### config.mk
export PLATFORM = sky130hd
export DESIGN_NAME = spi_signaled_reset_recovery
export DESIGN_NICKNAME = d
export VERILOG_FILES = /design/src/rtl/reset_recovery_pkg.sv /design/src/rtl/spi_signaled_reset_recovery.sv
export VERILOG_INCLUDE_DIRS = /design/src /design/src/rtl
export SDC_FILE = /design/constraint.sdc
export NUM_CORES = 1
export LEC_CHECK = 0
export BUFFER_PORTS_ARGS = -buffer_cell sky130_fd_sc_hd__buf_2
export CORE_MARGIN = 2
export CORE_UTILIZATION = 35
export CTS_BUF_LIST = sky130_fd_sc_hd__clkbuf_16
export DETAILED_ROUTE_END_ITERATION = 12
export GPL_ROUTABILITY_DRIVEN = 0
export HOLD_SLACK_MARGIN = 0.08
export SLEW_MARGIN = 5
export SYNTH_ARGS = -nofsm -noshare
export SYNTH_HDL_FRONTEND = slang
export SYNTH_SLANG_ARGS = --single-unit
### constraint.sdc
create_clock -name mclk -period 2.8 [get_ports mclk]
set_input_delay 0.14 -clock mclk [delete_from_list [all_inputs] [get_ports mclk]]
set_output_delay 0.14 -clock mclk [all_outputs]
set_load 0.03 [all_outputs]
### src/rtl/reset_recovery_cfg.svh
// timing, field and reset-value constants for the reset recovery block
`ifndef RESET_RECOVERY_CFG_SVH
`define RESET_RECOVERY_CFG_SVH
`define RR_PULSE_TOTAL 3'h4
`define RR_SR1_DEFAULT 8'h00
`define RR_CR1_DEFAULT 8'h00
`define RR_CR2_DEFAULT 8'h00
`define RR_CR4_DEFAULT 8'h08
`define RR_CR5_DEFAULT 8'h00
`define RR_ZERO8 8'h00
`define RR_ZERO24 24'h000000
`define RR_WEL_BIT 1
`define RR_WIP_BIT 0
`define RR_PU_TIME_NS 450000
`define RR_CLK_PERIOD_NS 5
`define RR_PU_CYCLES ((`RR_PU_TIME_NS + `RR_CLK_PERIOD_NS - 1) / `RR_CLK_PERIOD_NS)
`endif

### src/rtl/reset_recovery_pkg.sv
// types for the reset recovery block
package reset_recovery_pkg;
    typedef enum logic [2:0] {
        SEQ_IDLE = 3'b001,
        SEQ_LOW = 3'b010,
        SEQ_HIGH = 3'b100
    } seq_state_t;
endpackage

### src/rtl/spi_signaled_reset_recovery.sv
// signaling reset detector and register reset controller of a serial memory
//////////////////////////////////////////////////////////////////////////////
// Overview of operation
// - signaling reset accepted in any I/O width
// - reset fires on fourth chip select rise
// - pin and signaling resets tristate; all hard resets load defaults, clear
// - stuck busy after power-up marks failed boot
// - deep power-down zeroes ECC count, trap
// - hibernate exit reloads power-up values
// - reset enable then reset; others cancel
//////////////////////////////////////////////////////////////////////////////
`timescale 1ns/1ps
`include "reset_recovery_cfg.svh"

module spi_signaled_reset_recovery #(
    parameter int PU_CYCLES = `RR_PU_CYCLES
) (
    // clock and reset
    input wire logic mclk,
    input wire logic srst,
    // pins
    input wire logic chipSelect_n,
    input wire logic dataLine0,
    input wire logic hwReset_n,
    // command decoder events, one-cycle pulses, and the boot busy level
    input wire logic cmdValid,
    input wire logic cmdResetEnable,
    input wire logic cmdReset,
    input wire logic dpdExit,
    input wire logic hibernateExit,
    input wire logic bootBusy,
    // register write port from the command side
    input wire logic regWrite,
    input wire logic [2:0] regSelect,
    input wire logic [7:0] regWriteData,
    // register state
    output logic [7:0] statusRegOne,
    output logic [7:0] statusRegTwo,
    output logic [7:0] configRegOne,
    output logic [7:0] configRegTwo,
    output logic [7:0] configRegFour,
    output logic [7:0] configRegFive,
    output logic [7:0] eccStatus,
    output logic [7:0] crcReg,
    output logic [7:0] eccErrorCount,
    output logic [23:0] eccFaultAddress,
    // status
    output logic outputsTristate,
    output logic inputsIgnored,
    output logic bootFailed,
    output logic resetPulse
);
    //////////////////////////////////////////////////////////////////////////
    // pin synchronisers, three stages, agreement of the last two
    logic [2:0] csSync, d0Sync, hrSync;
    logic csClean, d0Clean, hrClean;
    logic [2:0] next_csSync, next_d0Sync, next_hrSync;
    logic next_csClean, next_d0Clean, next_hrClean;

    always_comb begin
        next_csSync = {csSync[1:0], chipSelect_n};
        next_d0Sync = {d0Sync[1:0], dataLine0};
        next_hrSync = {hrSync[1:0], hwReset_n};
        next_csClean = (csSync[2] == csSync[1]) ? csSync[2] : csClean;
        next_d0Clean = (d0Sync[2] == d0Sync[1]) ? d0Sync[2] : d0Clean;
        next_hrClean = (hrSync[2] == hrSync[1]) ? hrSync[2] : hrClean;
    end

    always_ff @(posedge mclk) begin
        if (srst) begin
            csSync <= 3'h7;
            d0Sync <= 3'h0;
            hrSync <= 3'h7;
            csClean <= 1'h1;
            d0Clean <= 1'h0;
            hrClean <= 1'h1;
        end else begin
            csSync <= next_csSync;
            d0Sync <= next_d0Sync;
            hrSync <= next_hrSync;
            csClean <= next_csClean;
            d0Clean <= next_d0Clean;
            hrClean <= next_hrClean;
        end
    end

    //////////////////////////////////////////////////////////////////////////
    // signaling reset detector; independent of the serial clock and width
    reset_recovery_pkg::seq_state_t seqState, next_seqState;
    logic [2:0] pulseCount, next_pulseCount;
    logic lastLevel, next_lastLevel;
    logic csPrev, next_csPrev;
    logic seqFire;
    logic csFall, csRise;

    assign csFall = csPrev && !csClean;
    assign csRise = !csPrev && csClean;

    always_comb begin
        next_seqState = seqState;
        next_pulseCount = pulseCount;
        next_lastLevel = lastLevel;
        next_csPrev = csClean;
        seqFire = 1'b0;
        case (seqState)
            reset_recovery_pkg::SEQ_IDLE: begin
                if (csFall) begin
                    next_seqState = reset_recovery_pkg::SEQ_LOW;
                    next_pulseCount = 3'h1;
                    next_lastLevel = d0Clean;
                end
            end
            reset_recovery_pkg::SEQ_LOW: begin
                if (csRise) begin
                    if (d0Clean) begin // data line must be low at rise
                        next_seqState = reset_recovery_pkg::SEQ_IDLE;
                        next_pulseCount = 3'h0;
                    end else if (pulseCount == `RR_PULSE_TOTAL) begin
                        seqFire = 1'b1;
                        next_seqState = reset_recovery_pkg::SEQ_IDLE;
                        next_pulseCount = 3'h0;
                    end else begin
                        next_seqState = reset_recovery_pkg::SEQ_HIGH;
                    end
                end
            end
            reset_recovery_pkg::SEQ_HIGH: begin
                if (csFall) begin
                    next_seqState = reset_recovery_pkg::SEQ_LOW;
                    if (d0Clean != lastLevel) begin // alternation
                        next_pulseCount = pulseCount + 3'h1;
                    end else begin
                        next_pulseCount = 3'h1; // restart a new sequence
                    end
                    next_lastLevel = d0Clean;
                end
            end
            default: begin
                next_seqState = reset_recovery_pkg::SEQ_IDLE;
                next_pulseCount = 3'h0;
            end
        endcase
    end

    always_ff @(posedge mclk) begin
        if (srst) begin
            seqState <= reset_recovery_pkg::SEQ_IDLE;
            pulseCount <= 3'h0;
            lastLevel <= 1'h0;
            csPrev <= 1'h1;
        end else begin
            seqState <= next_seqState;
            pulseCount <= next_pulseCount;
            lastLevel <= next_lastLevel;
            csPrev <= next_csPrev;
        end
    end

    //////////////////////////////////////////////////////////////////////////
    // software reset arming and power-up watch
    logic resetArmed, next_resetArmed;
    logic softFire;
    logic [31:0] puCount, next_puCount;
    logic next_bootFailed;

    always_comb begin
        next_resetArmed = resetArmed;
        softFire = 1'b0;
        if (cmdValid) begin
            if (cmdResetEnable) begin
                next_resetArmed = 1'b1;
            end else if (cmdReset && resetArmed) begin
                softFire = 1'b1;
                next_resetArmed = 1'b0;
            end else begin
                next_resetArmed = 1'b0; // any other command cancels
            end
        end
        next_puCount = (puCount < 32'(PU_CYCLES)) ? puCount + 32'h1 : puCount;
        // busy still shown after power-up time means failed boot
        next_bootFailed = (puCount >= 32'(PU_CYCLES)) && bootBusy;
    end

    //////////////////////////////////////////////////////////////////////////
    // register state under each reset kind
    logic hardFire;
    logic [7:0] next_statusRegOne, next_statusRegTwo, next_configRegOne;
    logic [7:0] next_configRegTwo, next_configRegFour, next_configRegFive;
    logic [7:0] next_eccStatus, next_crcReg, next_eccErrorCount;
    logic [23:0] next_eccFaultAddress;
    logic next_outputsTristate, next_inputsIgnored;

    // hardware pin, signaling sequence or hibernate exit, all always available
    assign hardFire = !hrClean || seqFire || hibernateExit;

    always_comb begin
        next_statusRegOne = statusRegOne;
        next_statusRegTwo = statusRegTwo;
        next_configRegOne = configRegOne;
        next_configRegTwo = configRegTwo;
        next_configRegFour = configRegFour;
        next_configRegFive = configRegFive;
        next_eccStatus = eccStatus;
        next_crcReg = crcReg;
        next_eccErrorCount = eccErrorCount;
        next_eccFaultAddress = eccFaultAddress;
        next_outputsTristate = !hrClean || seqFire;
        next_inputsIgnored = !hrClean || seqFire;
        if (regWrite) begin
            case (regSelect)
                3'h0: next_statusRegOne = regWriteData;
                3'h1: next_statusRegTwo = regWriteData;
                3'h2: next_configRegOne = regWriteData;
                3'h3: next_configRegTwo = regWriteData;
                3'h4: next_configRegFour = regWriteData;
                3'h5: next_configRegFive = regWriteData;
                default: next_eccStatus = regWriteData;
            endcase
        end
        if (dpdExit) begin
            next_eccErrorCount = `RR_ZERO8;
            next_eccFaultAddress = `RR_ZERO24;
            next_crcReg = `RR_ZERO8;
            next_statusRegOne[`RR_WEL_BIT] = 1'b0;
        end
        if (hardFire) begin
            // power-up values; also used on hibernate exit
            next_statusRegOne = `RR_SR1_DEFAULT;
            next_configRegOne = `RR_CR1_DEFAULT;
            next_configRegTwo = `RR_CR2_DEFAULT;
            next_configRegFour = `RR_CR4_DEFAULT;
            next_configRegFive = `RR_CR5_DEFAULT;
        end else if (softFire) begin
            next_statusRegOne[`RR_WEL_BIT] = 1'b0; // config kept
        end
        if (hardFire || softFire) begin
            next_statusRegTwo = `RR_ZERO8;
            next_eccStatus = `RR_ZERO8;
            next_crcReg = `RR_ZERO8;
            next_eccErrorCount = `RR_ZERO8;
            next_eccFaultAddress = `RR_ZERO24;
        end
    end

    always_ff @(posedge mclk) begin
        if (srst) begin
            statusRegOne <= `RR_SR1_DEFAULT;
            statusRegTwo <= `RR_ZERO8;
            configRegOne <= `RR_CR1_DEFAULT;
            configRegTwo <= `RR_CR2_DEFAULT;
            configRegFour <= `RR_CR4_DEFAULT;
            configRegFive <= `RR_CR5_DEFAULT;
            eccStatus <= `RR_ZERO8;
            crcReg <= `RR_ZERO8;
            eccErrorCount <= `RR_ZERO8;
            eccFaultAddress <= `RR_ZERO24;
            outputsTristate <= 1'h1;
            inputsIgnored <= 1'h1;
            bootFailed <= 1'h0;
            resetPulse <= 1'h0;
            resetArmed <= 1'h0;
            puCount <= 32'h0;
        end else begin
            statusRegOne <= next_statusRegOne;
            statusRegTwo <= next_statusRegTwo;
            configRegOne <= next_configRegOne;
            configRegTwo <= next_configRegTwo;
            configRegFour <= next_configRegFour;
            configRegFive <= next_configRegFive;
            eccStatus <= next_eccStatus;
            crcReg <= next_crcReg;
            eccErrorCount <= next_eccErrorCount;
            eccFaultAddress <= next_eccFaultAddress;
            outputsTristate <= next_outputsTristate;
            inputsIgnored <= next_inputsIgnored;
            bootFailed <= next_bootFailed;
            resetPulse <= hardFire || softFire;
            resetArmed <= next_resetArmed;
            puCount <= next_puCount;
        end
    end
endmodule

# ---- Yosys cells after proc, flatten, opt, wreduce, memory -nomap -nowiden
# Index checks and enable logic that the tools add are counted.
dict set report op_classes {
  add_sub_neg 2
  n_lt_le_gt_ge 2
  eq_ne 18
  n_mux 20
  n_bitwise 1
  n_reduce_logical 26
}
# op n
set ops {}
lappend ops {{$add A32 B1 Y32 const B} 1}
lappend ops {{$ge A32 B17 Y1 const B} 1}
lappend ops {{$lt A32 B17 Y1 const B} 1}
lappend ops {{$mux W3} 10}
lappend ops {{$reduce_and A2 Y1} 9}
lappend ops {{$eq A3 B3 Y1 const B} 4}
lappend ops {{$eq A3 B2 Y1 const B} 3}
lappend ops {{$pmux W3 S3} 1}
lappend ops {{$mux W1} 8}
lappend ops {{$eq A3 B1 Y1 const B} 2}
lappend ops {{$ne A2 B2 Y1 const B} 3}
lappend ops {{$pmux W3 S2} 1}
lappend ops {{$reduce_or A2 Y1} 3}
lappend ops {{$reduce_or A6 Y1} 1}
lappend ops {{$logic_and A1 B1 Y1} 4}
lappend ops {{$reduce_and A4 Y1} 1}
lappend ops {{$reduce_or A4 Y1} 1}
lappend ops {{$add A3 B1 Y3 const B} 1}
lappend ops {{$eq A1 B1 Y1} 3}
lappend ops {{$logic_not A1 Y1} 3}
lappend ops {{$logic_not A3 Y1} 1}
lappend ops {{$logic_or A1 B1 Y1} 3}
lappend ops {{$ne A3 B3 Y1 const B} 1}
lappend ops {{$ne A2 B1 Y1 const B} 1}
lappend ops {{2 further kinds} 2}
dict set report word_totals {
  reg_bits 112
  in_bits 23
}

# ---- Depth between registers and ports, before layout
dict set report logic_depth {
  ltp_word 9
  depth_mapped 8
}

# ---- Worst setup path after synthesis
# No wires, ideal clock.
dict set report synth_timing {
  kind {reg2reg}
  startpoint {reg puCount[0]}
  endpoint {reg puCount[12]}
  arrival_ps 1938
  required_time_ps 2730
  setup_slack_ps 792
  stages_incl_launch_ff 7
  n_path_buf 0
  synth_period_minus_slack_ps 2008
  cell_sequence {dfxtp_1 ha_1 nand4_1 or3_1 or4_4 or4_1 a21oi_1}
}
dict set report synth_between {
  elab_chain_len 1
  elab_cells_between_ends 2
}
# item line_no
set synth_rtl {}
lappend synth_rtl {{from (decl)} spi_signaled_reset_recovery.sv:163} ;# logic [31:0] puCount, next_puCount;
lappend synth_rtl {{from (signal assigned)} spi_signaled_reset_recovery.sv:279} ;# puCount <= next_puCount;
lappend synth_rtl {{$add A32 B1 Y32 / $lt A32 B17 Y1 (equally long branches)} spi_signaled_reset_recovery.sv:179} ;# next_puCount = (puCount < 32'(PU_CYCLES)) ? puCount + 32'h1 : puCount;
# Parallel ways exist; a longest one is shown, timed or not.
# A chain may end at the register's enable or synchronous reset.

# ---- Worst setup path in the final report
# Same ends and word-level chain as after synthesis.

==> metrics <==
Clock Latency Late Sink 0.35 ns; die width 118.5 microns; Bufs on Longest Clock Path 2; # nets final 622; share of total power in the clock network 40.2%; WL per Instance 12.62 microns; post-synthesis sequential area ratio 48.84%; TNS Setup 0 ns; Synth Area in Simple Gates 24.31%; clk root buf clkbuf_16; CTS tree yes; RSZ-0062 raised after global routing no; #FFs+latches synth 112; Mapped Area 0.004591 sq mm; Critical Path Max Stage Delay 0.45 ns; Max FO, Critical Path 5; CP Class register to register; remaining antenna violation count after routing 0; Rel. slew slack 41.78%; Clock Skews 0.006287 ns; flop2flop setup slack 0.66 ns; first-pass GRT wire length 15,640 microns; global-route usage over all layers 13.91%; mux contribution to synthesized area 6.378%; actual slew at the worst max-slew pin 0.8701 ns; sequential share of power 51.7%; cell count after synthesis 510; largest family of logic cells by synthesized area simple AND/OR/NAND/NOR gates; worst setup margin 0.6555 ns; Final Core Density 42.35%; final non-filler cell area 0.005388 sq mm; syn_area_per_cell 9.001 sq um; CP required 3.08 ns; port bufs 82; switching pwr 0.7846 mW; post-synthesis compound-gate area fraction 9.076%; cts repair resizes 0; final slew viol count 0; remaining routing DRC violations 0; synth unique cells 48; R2R Path Start puCount[0]; hold depth 3; number of CTS-inserted buffers 9; gr busiest metal met2; gr ovfl total 0; Synth Area in XOR/XNOR 1.336%; hold crit path type primary input to register; Core ar. 0.01272 sq mm; Final min period 2.145 ns; dpl cell area 0.005011 sq mm; H-tree levels 3; Async S/R FF share, synth 0%; Yosys warning count 0; max_cap viols 0; vias in the first global route 3,260; Cell Chain, Critical Path ha_1 -> nand4_1 -> or3_1 -> or4_4 -> or4_1 -> a21oi_1; worst r2r dst puCount[12]; prevailing post-synth register cell dfxtp_1; commonest cells after routing, fill and taps aside dfxtp_1 (112), buf_2 (82), nand2_1 (76); met2 usage in global routing 21.84%; Hold Path Origin regWriteData[7]; adder-cell share of the synthesized area 1.090%; routing usage on met3 3.909%; initial drt markers 349; Leak 2.212 nW; crit path launch type register; overall routed net length 9743 microns; Clock Sinks 112; Combinational Power Share 8.2%; most common cell after layout, fill and taps aside dfxtp_1; initial core utilization 36.08%; Final period util 76.59%; proportion of layout cells with a drive suffix above 1 19.67%; grt met1 use 17.78%; status finished, final reports clean; endpoints failing setup 0; diode count 0; initial antenna violation count 0; row count 41; post-place setup slack 0.6745 ns; Pre-antenna DRT Iters 4; Worst Reg-to-Reg Cells 6; P_int 2.378 mW; crit end category register; I/O Pins 123; Hold Crit Endpoint configRegFive[7]; synthesis-to-finish area growth 17.36%; vias per cell 4.644; Hold Fails Final Rpt 0; dpl hpwl 6946 microns; tightest hold margin 0.1028 ns; clk slew on worst S/H paths 0.07 ns; largest net degree at the start of global routing 58; switch share 24.81%; Die Area 0.01405 sq mm; Max Clock Freq 466.3 MHz; Post-synth EDFFs 0; arrival time worst endpoint 2.42 ns; CP max-delay cell or4_4; overall via count from detail_route 3,585; VDD IR max 261.2 uV; DIE HEIGHT 118.5 microns; PD cells 586.9 mW/mm^2
==> how the worst max path moves through the flow <==
stage,from,endpoint,slack [ns],cells past startpoint
after global routing,puCount[0],puCount[12],0.54,6
after floorplan,puCount[0],puCount[12],0.79,6
after CTS,puCount[0],puCount[12],0.66,6
after detailed placement,puCount[0],puCount[12],0.67,6
after global placement,puCount[0],puCount[12],0.71,6
final,puCount[0],puCount[12],0.66,6
==> power groups by stage <==
stage,logic [mW],registers [mW],clock network [mW]
after global routing,0.281,1.64,1.38
final,0.258,1.63,1.27
after global placement,0.246,1.67,0
after floorplan,0.214,1.68,0
after detailed placement,0.250,1.67,0
after CTS,0.260,1.63,1.31
==> sequential cells by signal, summed over array words and instances, names as in the netlist, 3 cells and up <==
signal and cells:
configRegOne 8, statusRegTwo 8, seqState 3, eccStatus 8, puCount 32, hrSync 3, statusRegOne 8, configRegTwo 8
d0Sync 3, pulseCount 3, configRegFour 8, csSync 3, configRegFive 8
==> area by class of cell <==
type | instances | area (sq um)
multi-input cells | 370 | 2087
clock buffers | 9 | 225.2
inverters | 9 | 33.78
flip-flops and latches | 112 | 2242
well taps | 172 | 215.2
fillers | 1266 | 7335
repair buffers | 93 | 513.0
clock inverters | 7 | 71.32
==> cell families (layout without fill, tap and decap cells) <==
| group | Yosys count | count (layout) |
|---|---|---|
| fa+ha+maj | 4 | 4 |
| buf+inv | 67 | 118 |
| other cells | 1 | 40 |
| mux | 29 | 29 |
| simple gates | 216 | 216 |
| compound gates | 74 | 74 |
| flops | 112 | 112 |
| xor+xnor | 7 | 7 |
==> worst max-delay path, delay by kind of cell (launching register included) <==
kind | cells | cell delay (ns)
AND/OR/NAND/NOR | 4 | 1.31
flip-flops | 1 | 0.40
adder cells (fa/ha/maj) | 1 | 0.20
AO/OA/AOI/OAI | 1 | 0.17
==> routing by layer <==
layer	wire length, microns	up-vias
met1	4596	1641
li1	-	1800
met3	620	15
met5	0	-
met2	4328	129
met4	198	0
==> stage by stage <==
step	total power, mW	instances
detailed placement	1.921	748
global route	3.299	772
floorplan	1.896	549
finish	3.162	772
CTS	3.208	772
global placement	1.916	748
==> cell usage after synthesis, types with 3 or more instances <==
| cell | n | area share [%] |
|---|---|---|
| nand3_1 | 8 | 0.87 |
| ha_1 | 4 | 1.1 |
| nor2b_1 | 27 | 3.7 |
| o21bai_1 | 3 | 0.49 |
| nor2_1 | 47 | 3.8 |
| nand2b_1 | 6 | 0.82 |
| nor4_4 | 3 | 1.4 |
| or3_1 | 6 | 0.82 |
| mux2i_1 | 27 | 5.9 |
| dfxtp_1 | 112 | 49 |
| or2_2 | 10 | 1.4 |
| nor3_1 | 8 | 0.87 |
| o21ai_0 | 8 | 0.87 |
| clkbuf_1 | 10 | 0.82 |
| inv_1 | 8 | 0.65 |
| buf_4 | 41 | 6.7 |
| xnor2_1 | 7 | 1.3 |
| a21oi_1 | 51 | 5.6 |
| nor3b_1 | 3 | 0.49 |
| nor4_1 | 5 | 0.68 |
| nand4_1 | 4 | 0.55 |
| buf_1 | 5 | 0.41 |
| nand2_1 | 76 | 6.2 |
==> what timing repair did <==
| item | CTS | global route |
|---|---|---|
| endpoints found under the hold margin | 7 | 0 |
| hold buffers | 8 | 0 |
| buffers inserted | 0 | 0 |
(Power assumes the default switching activity.)
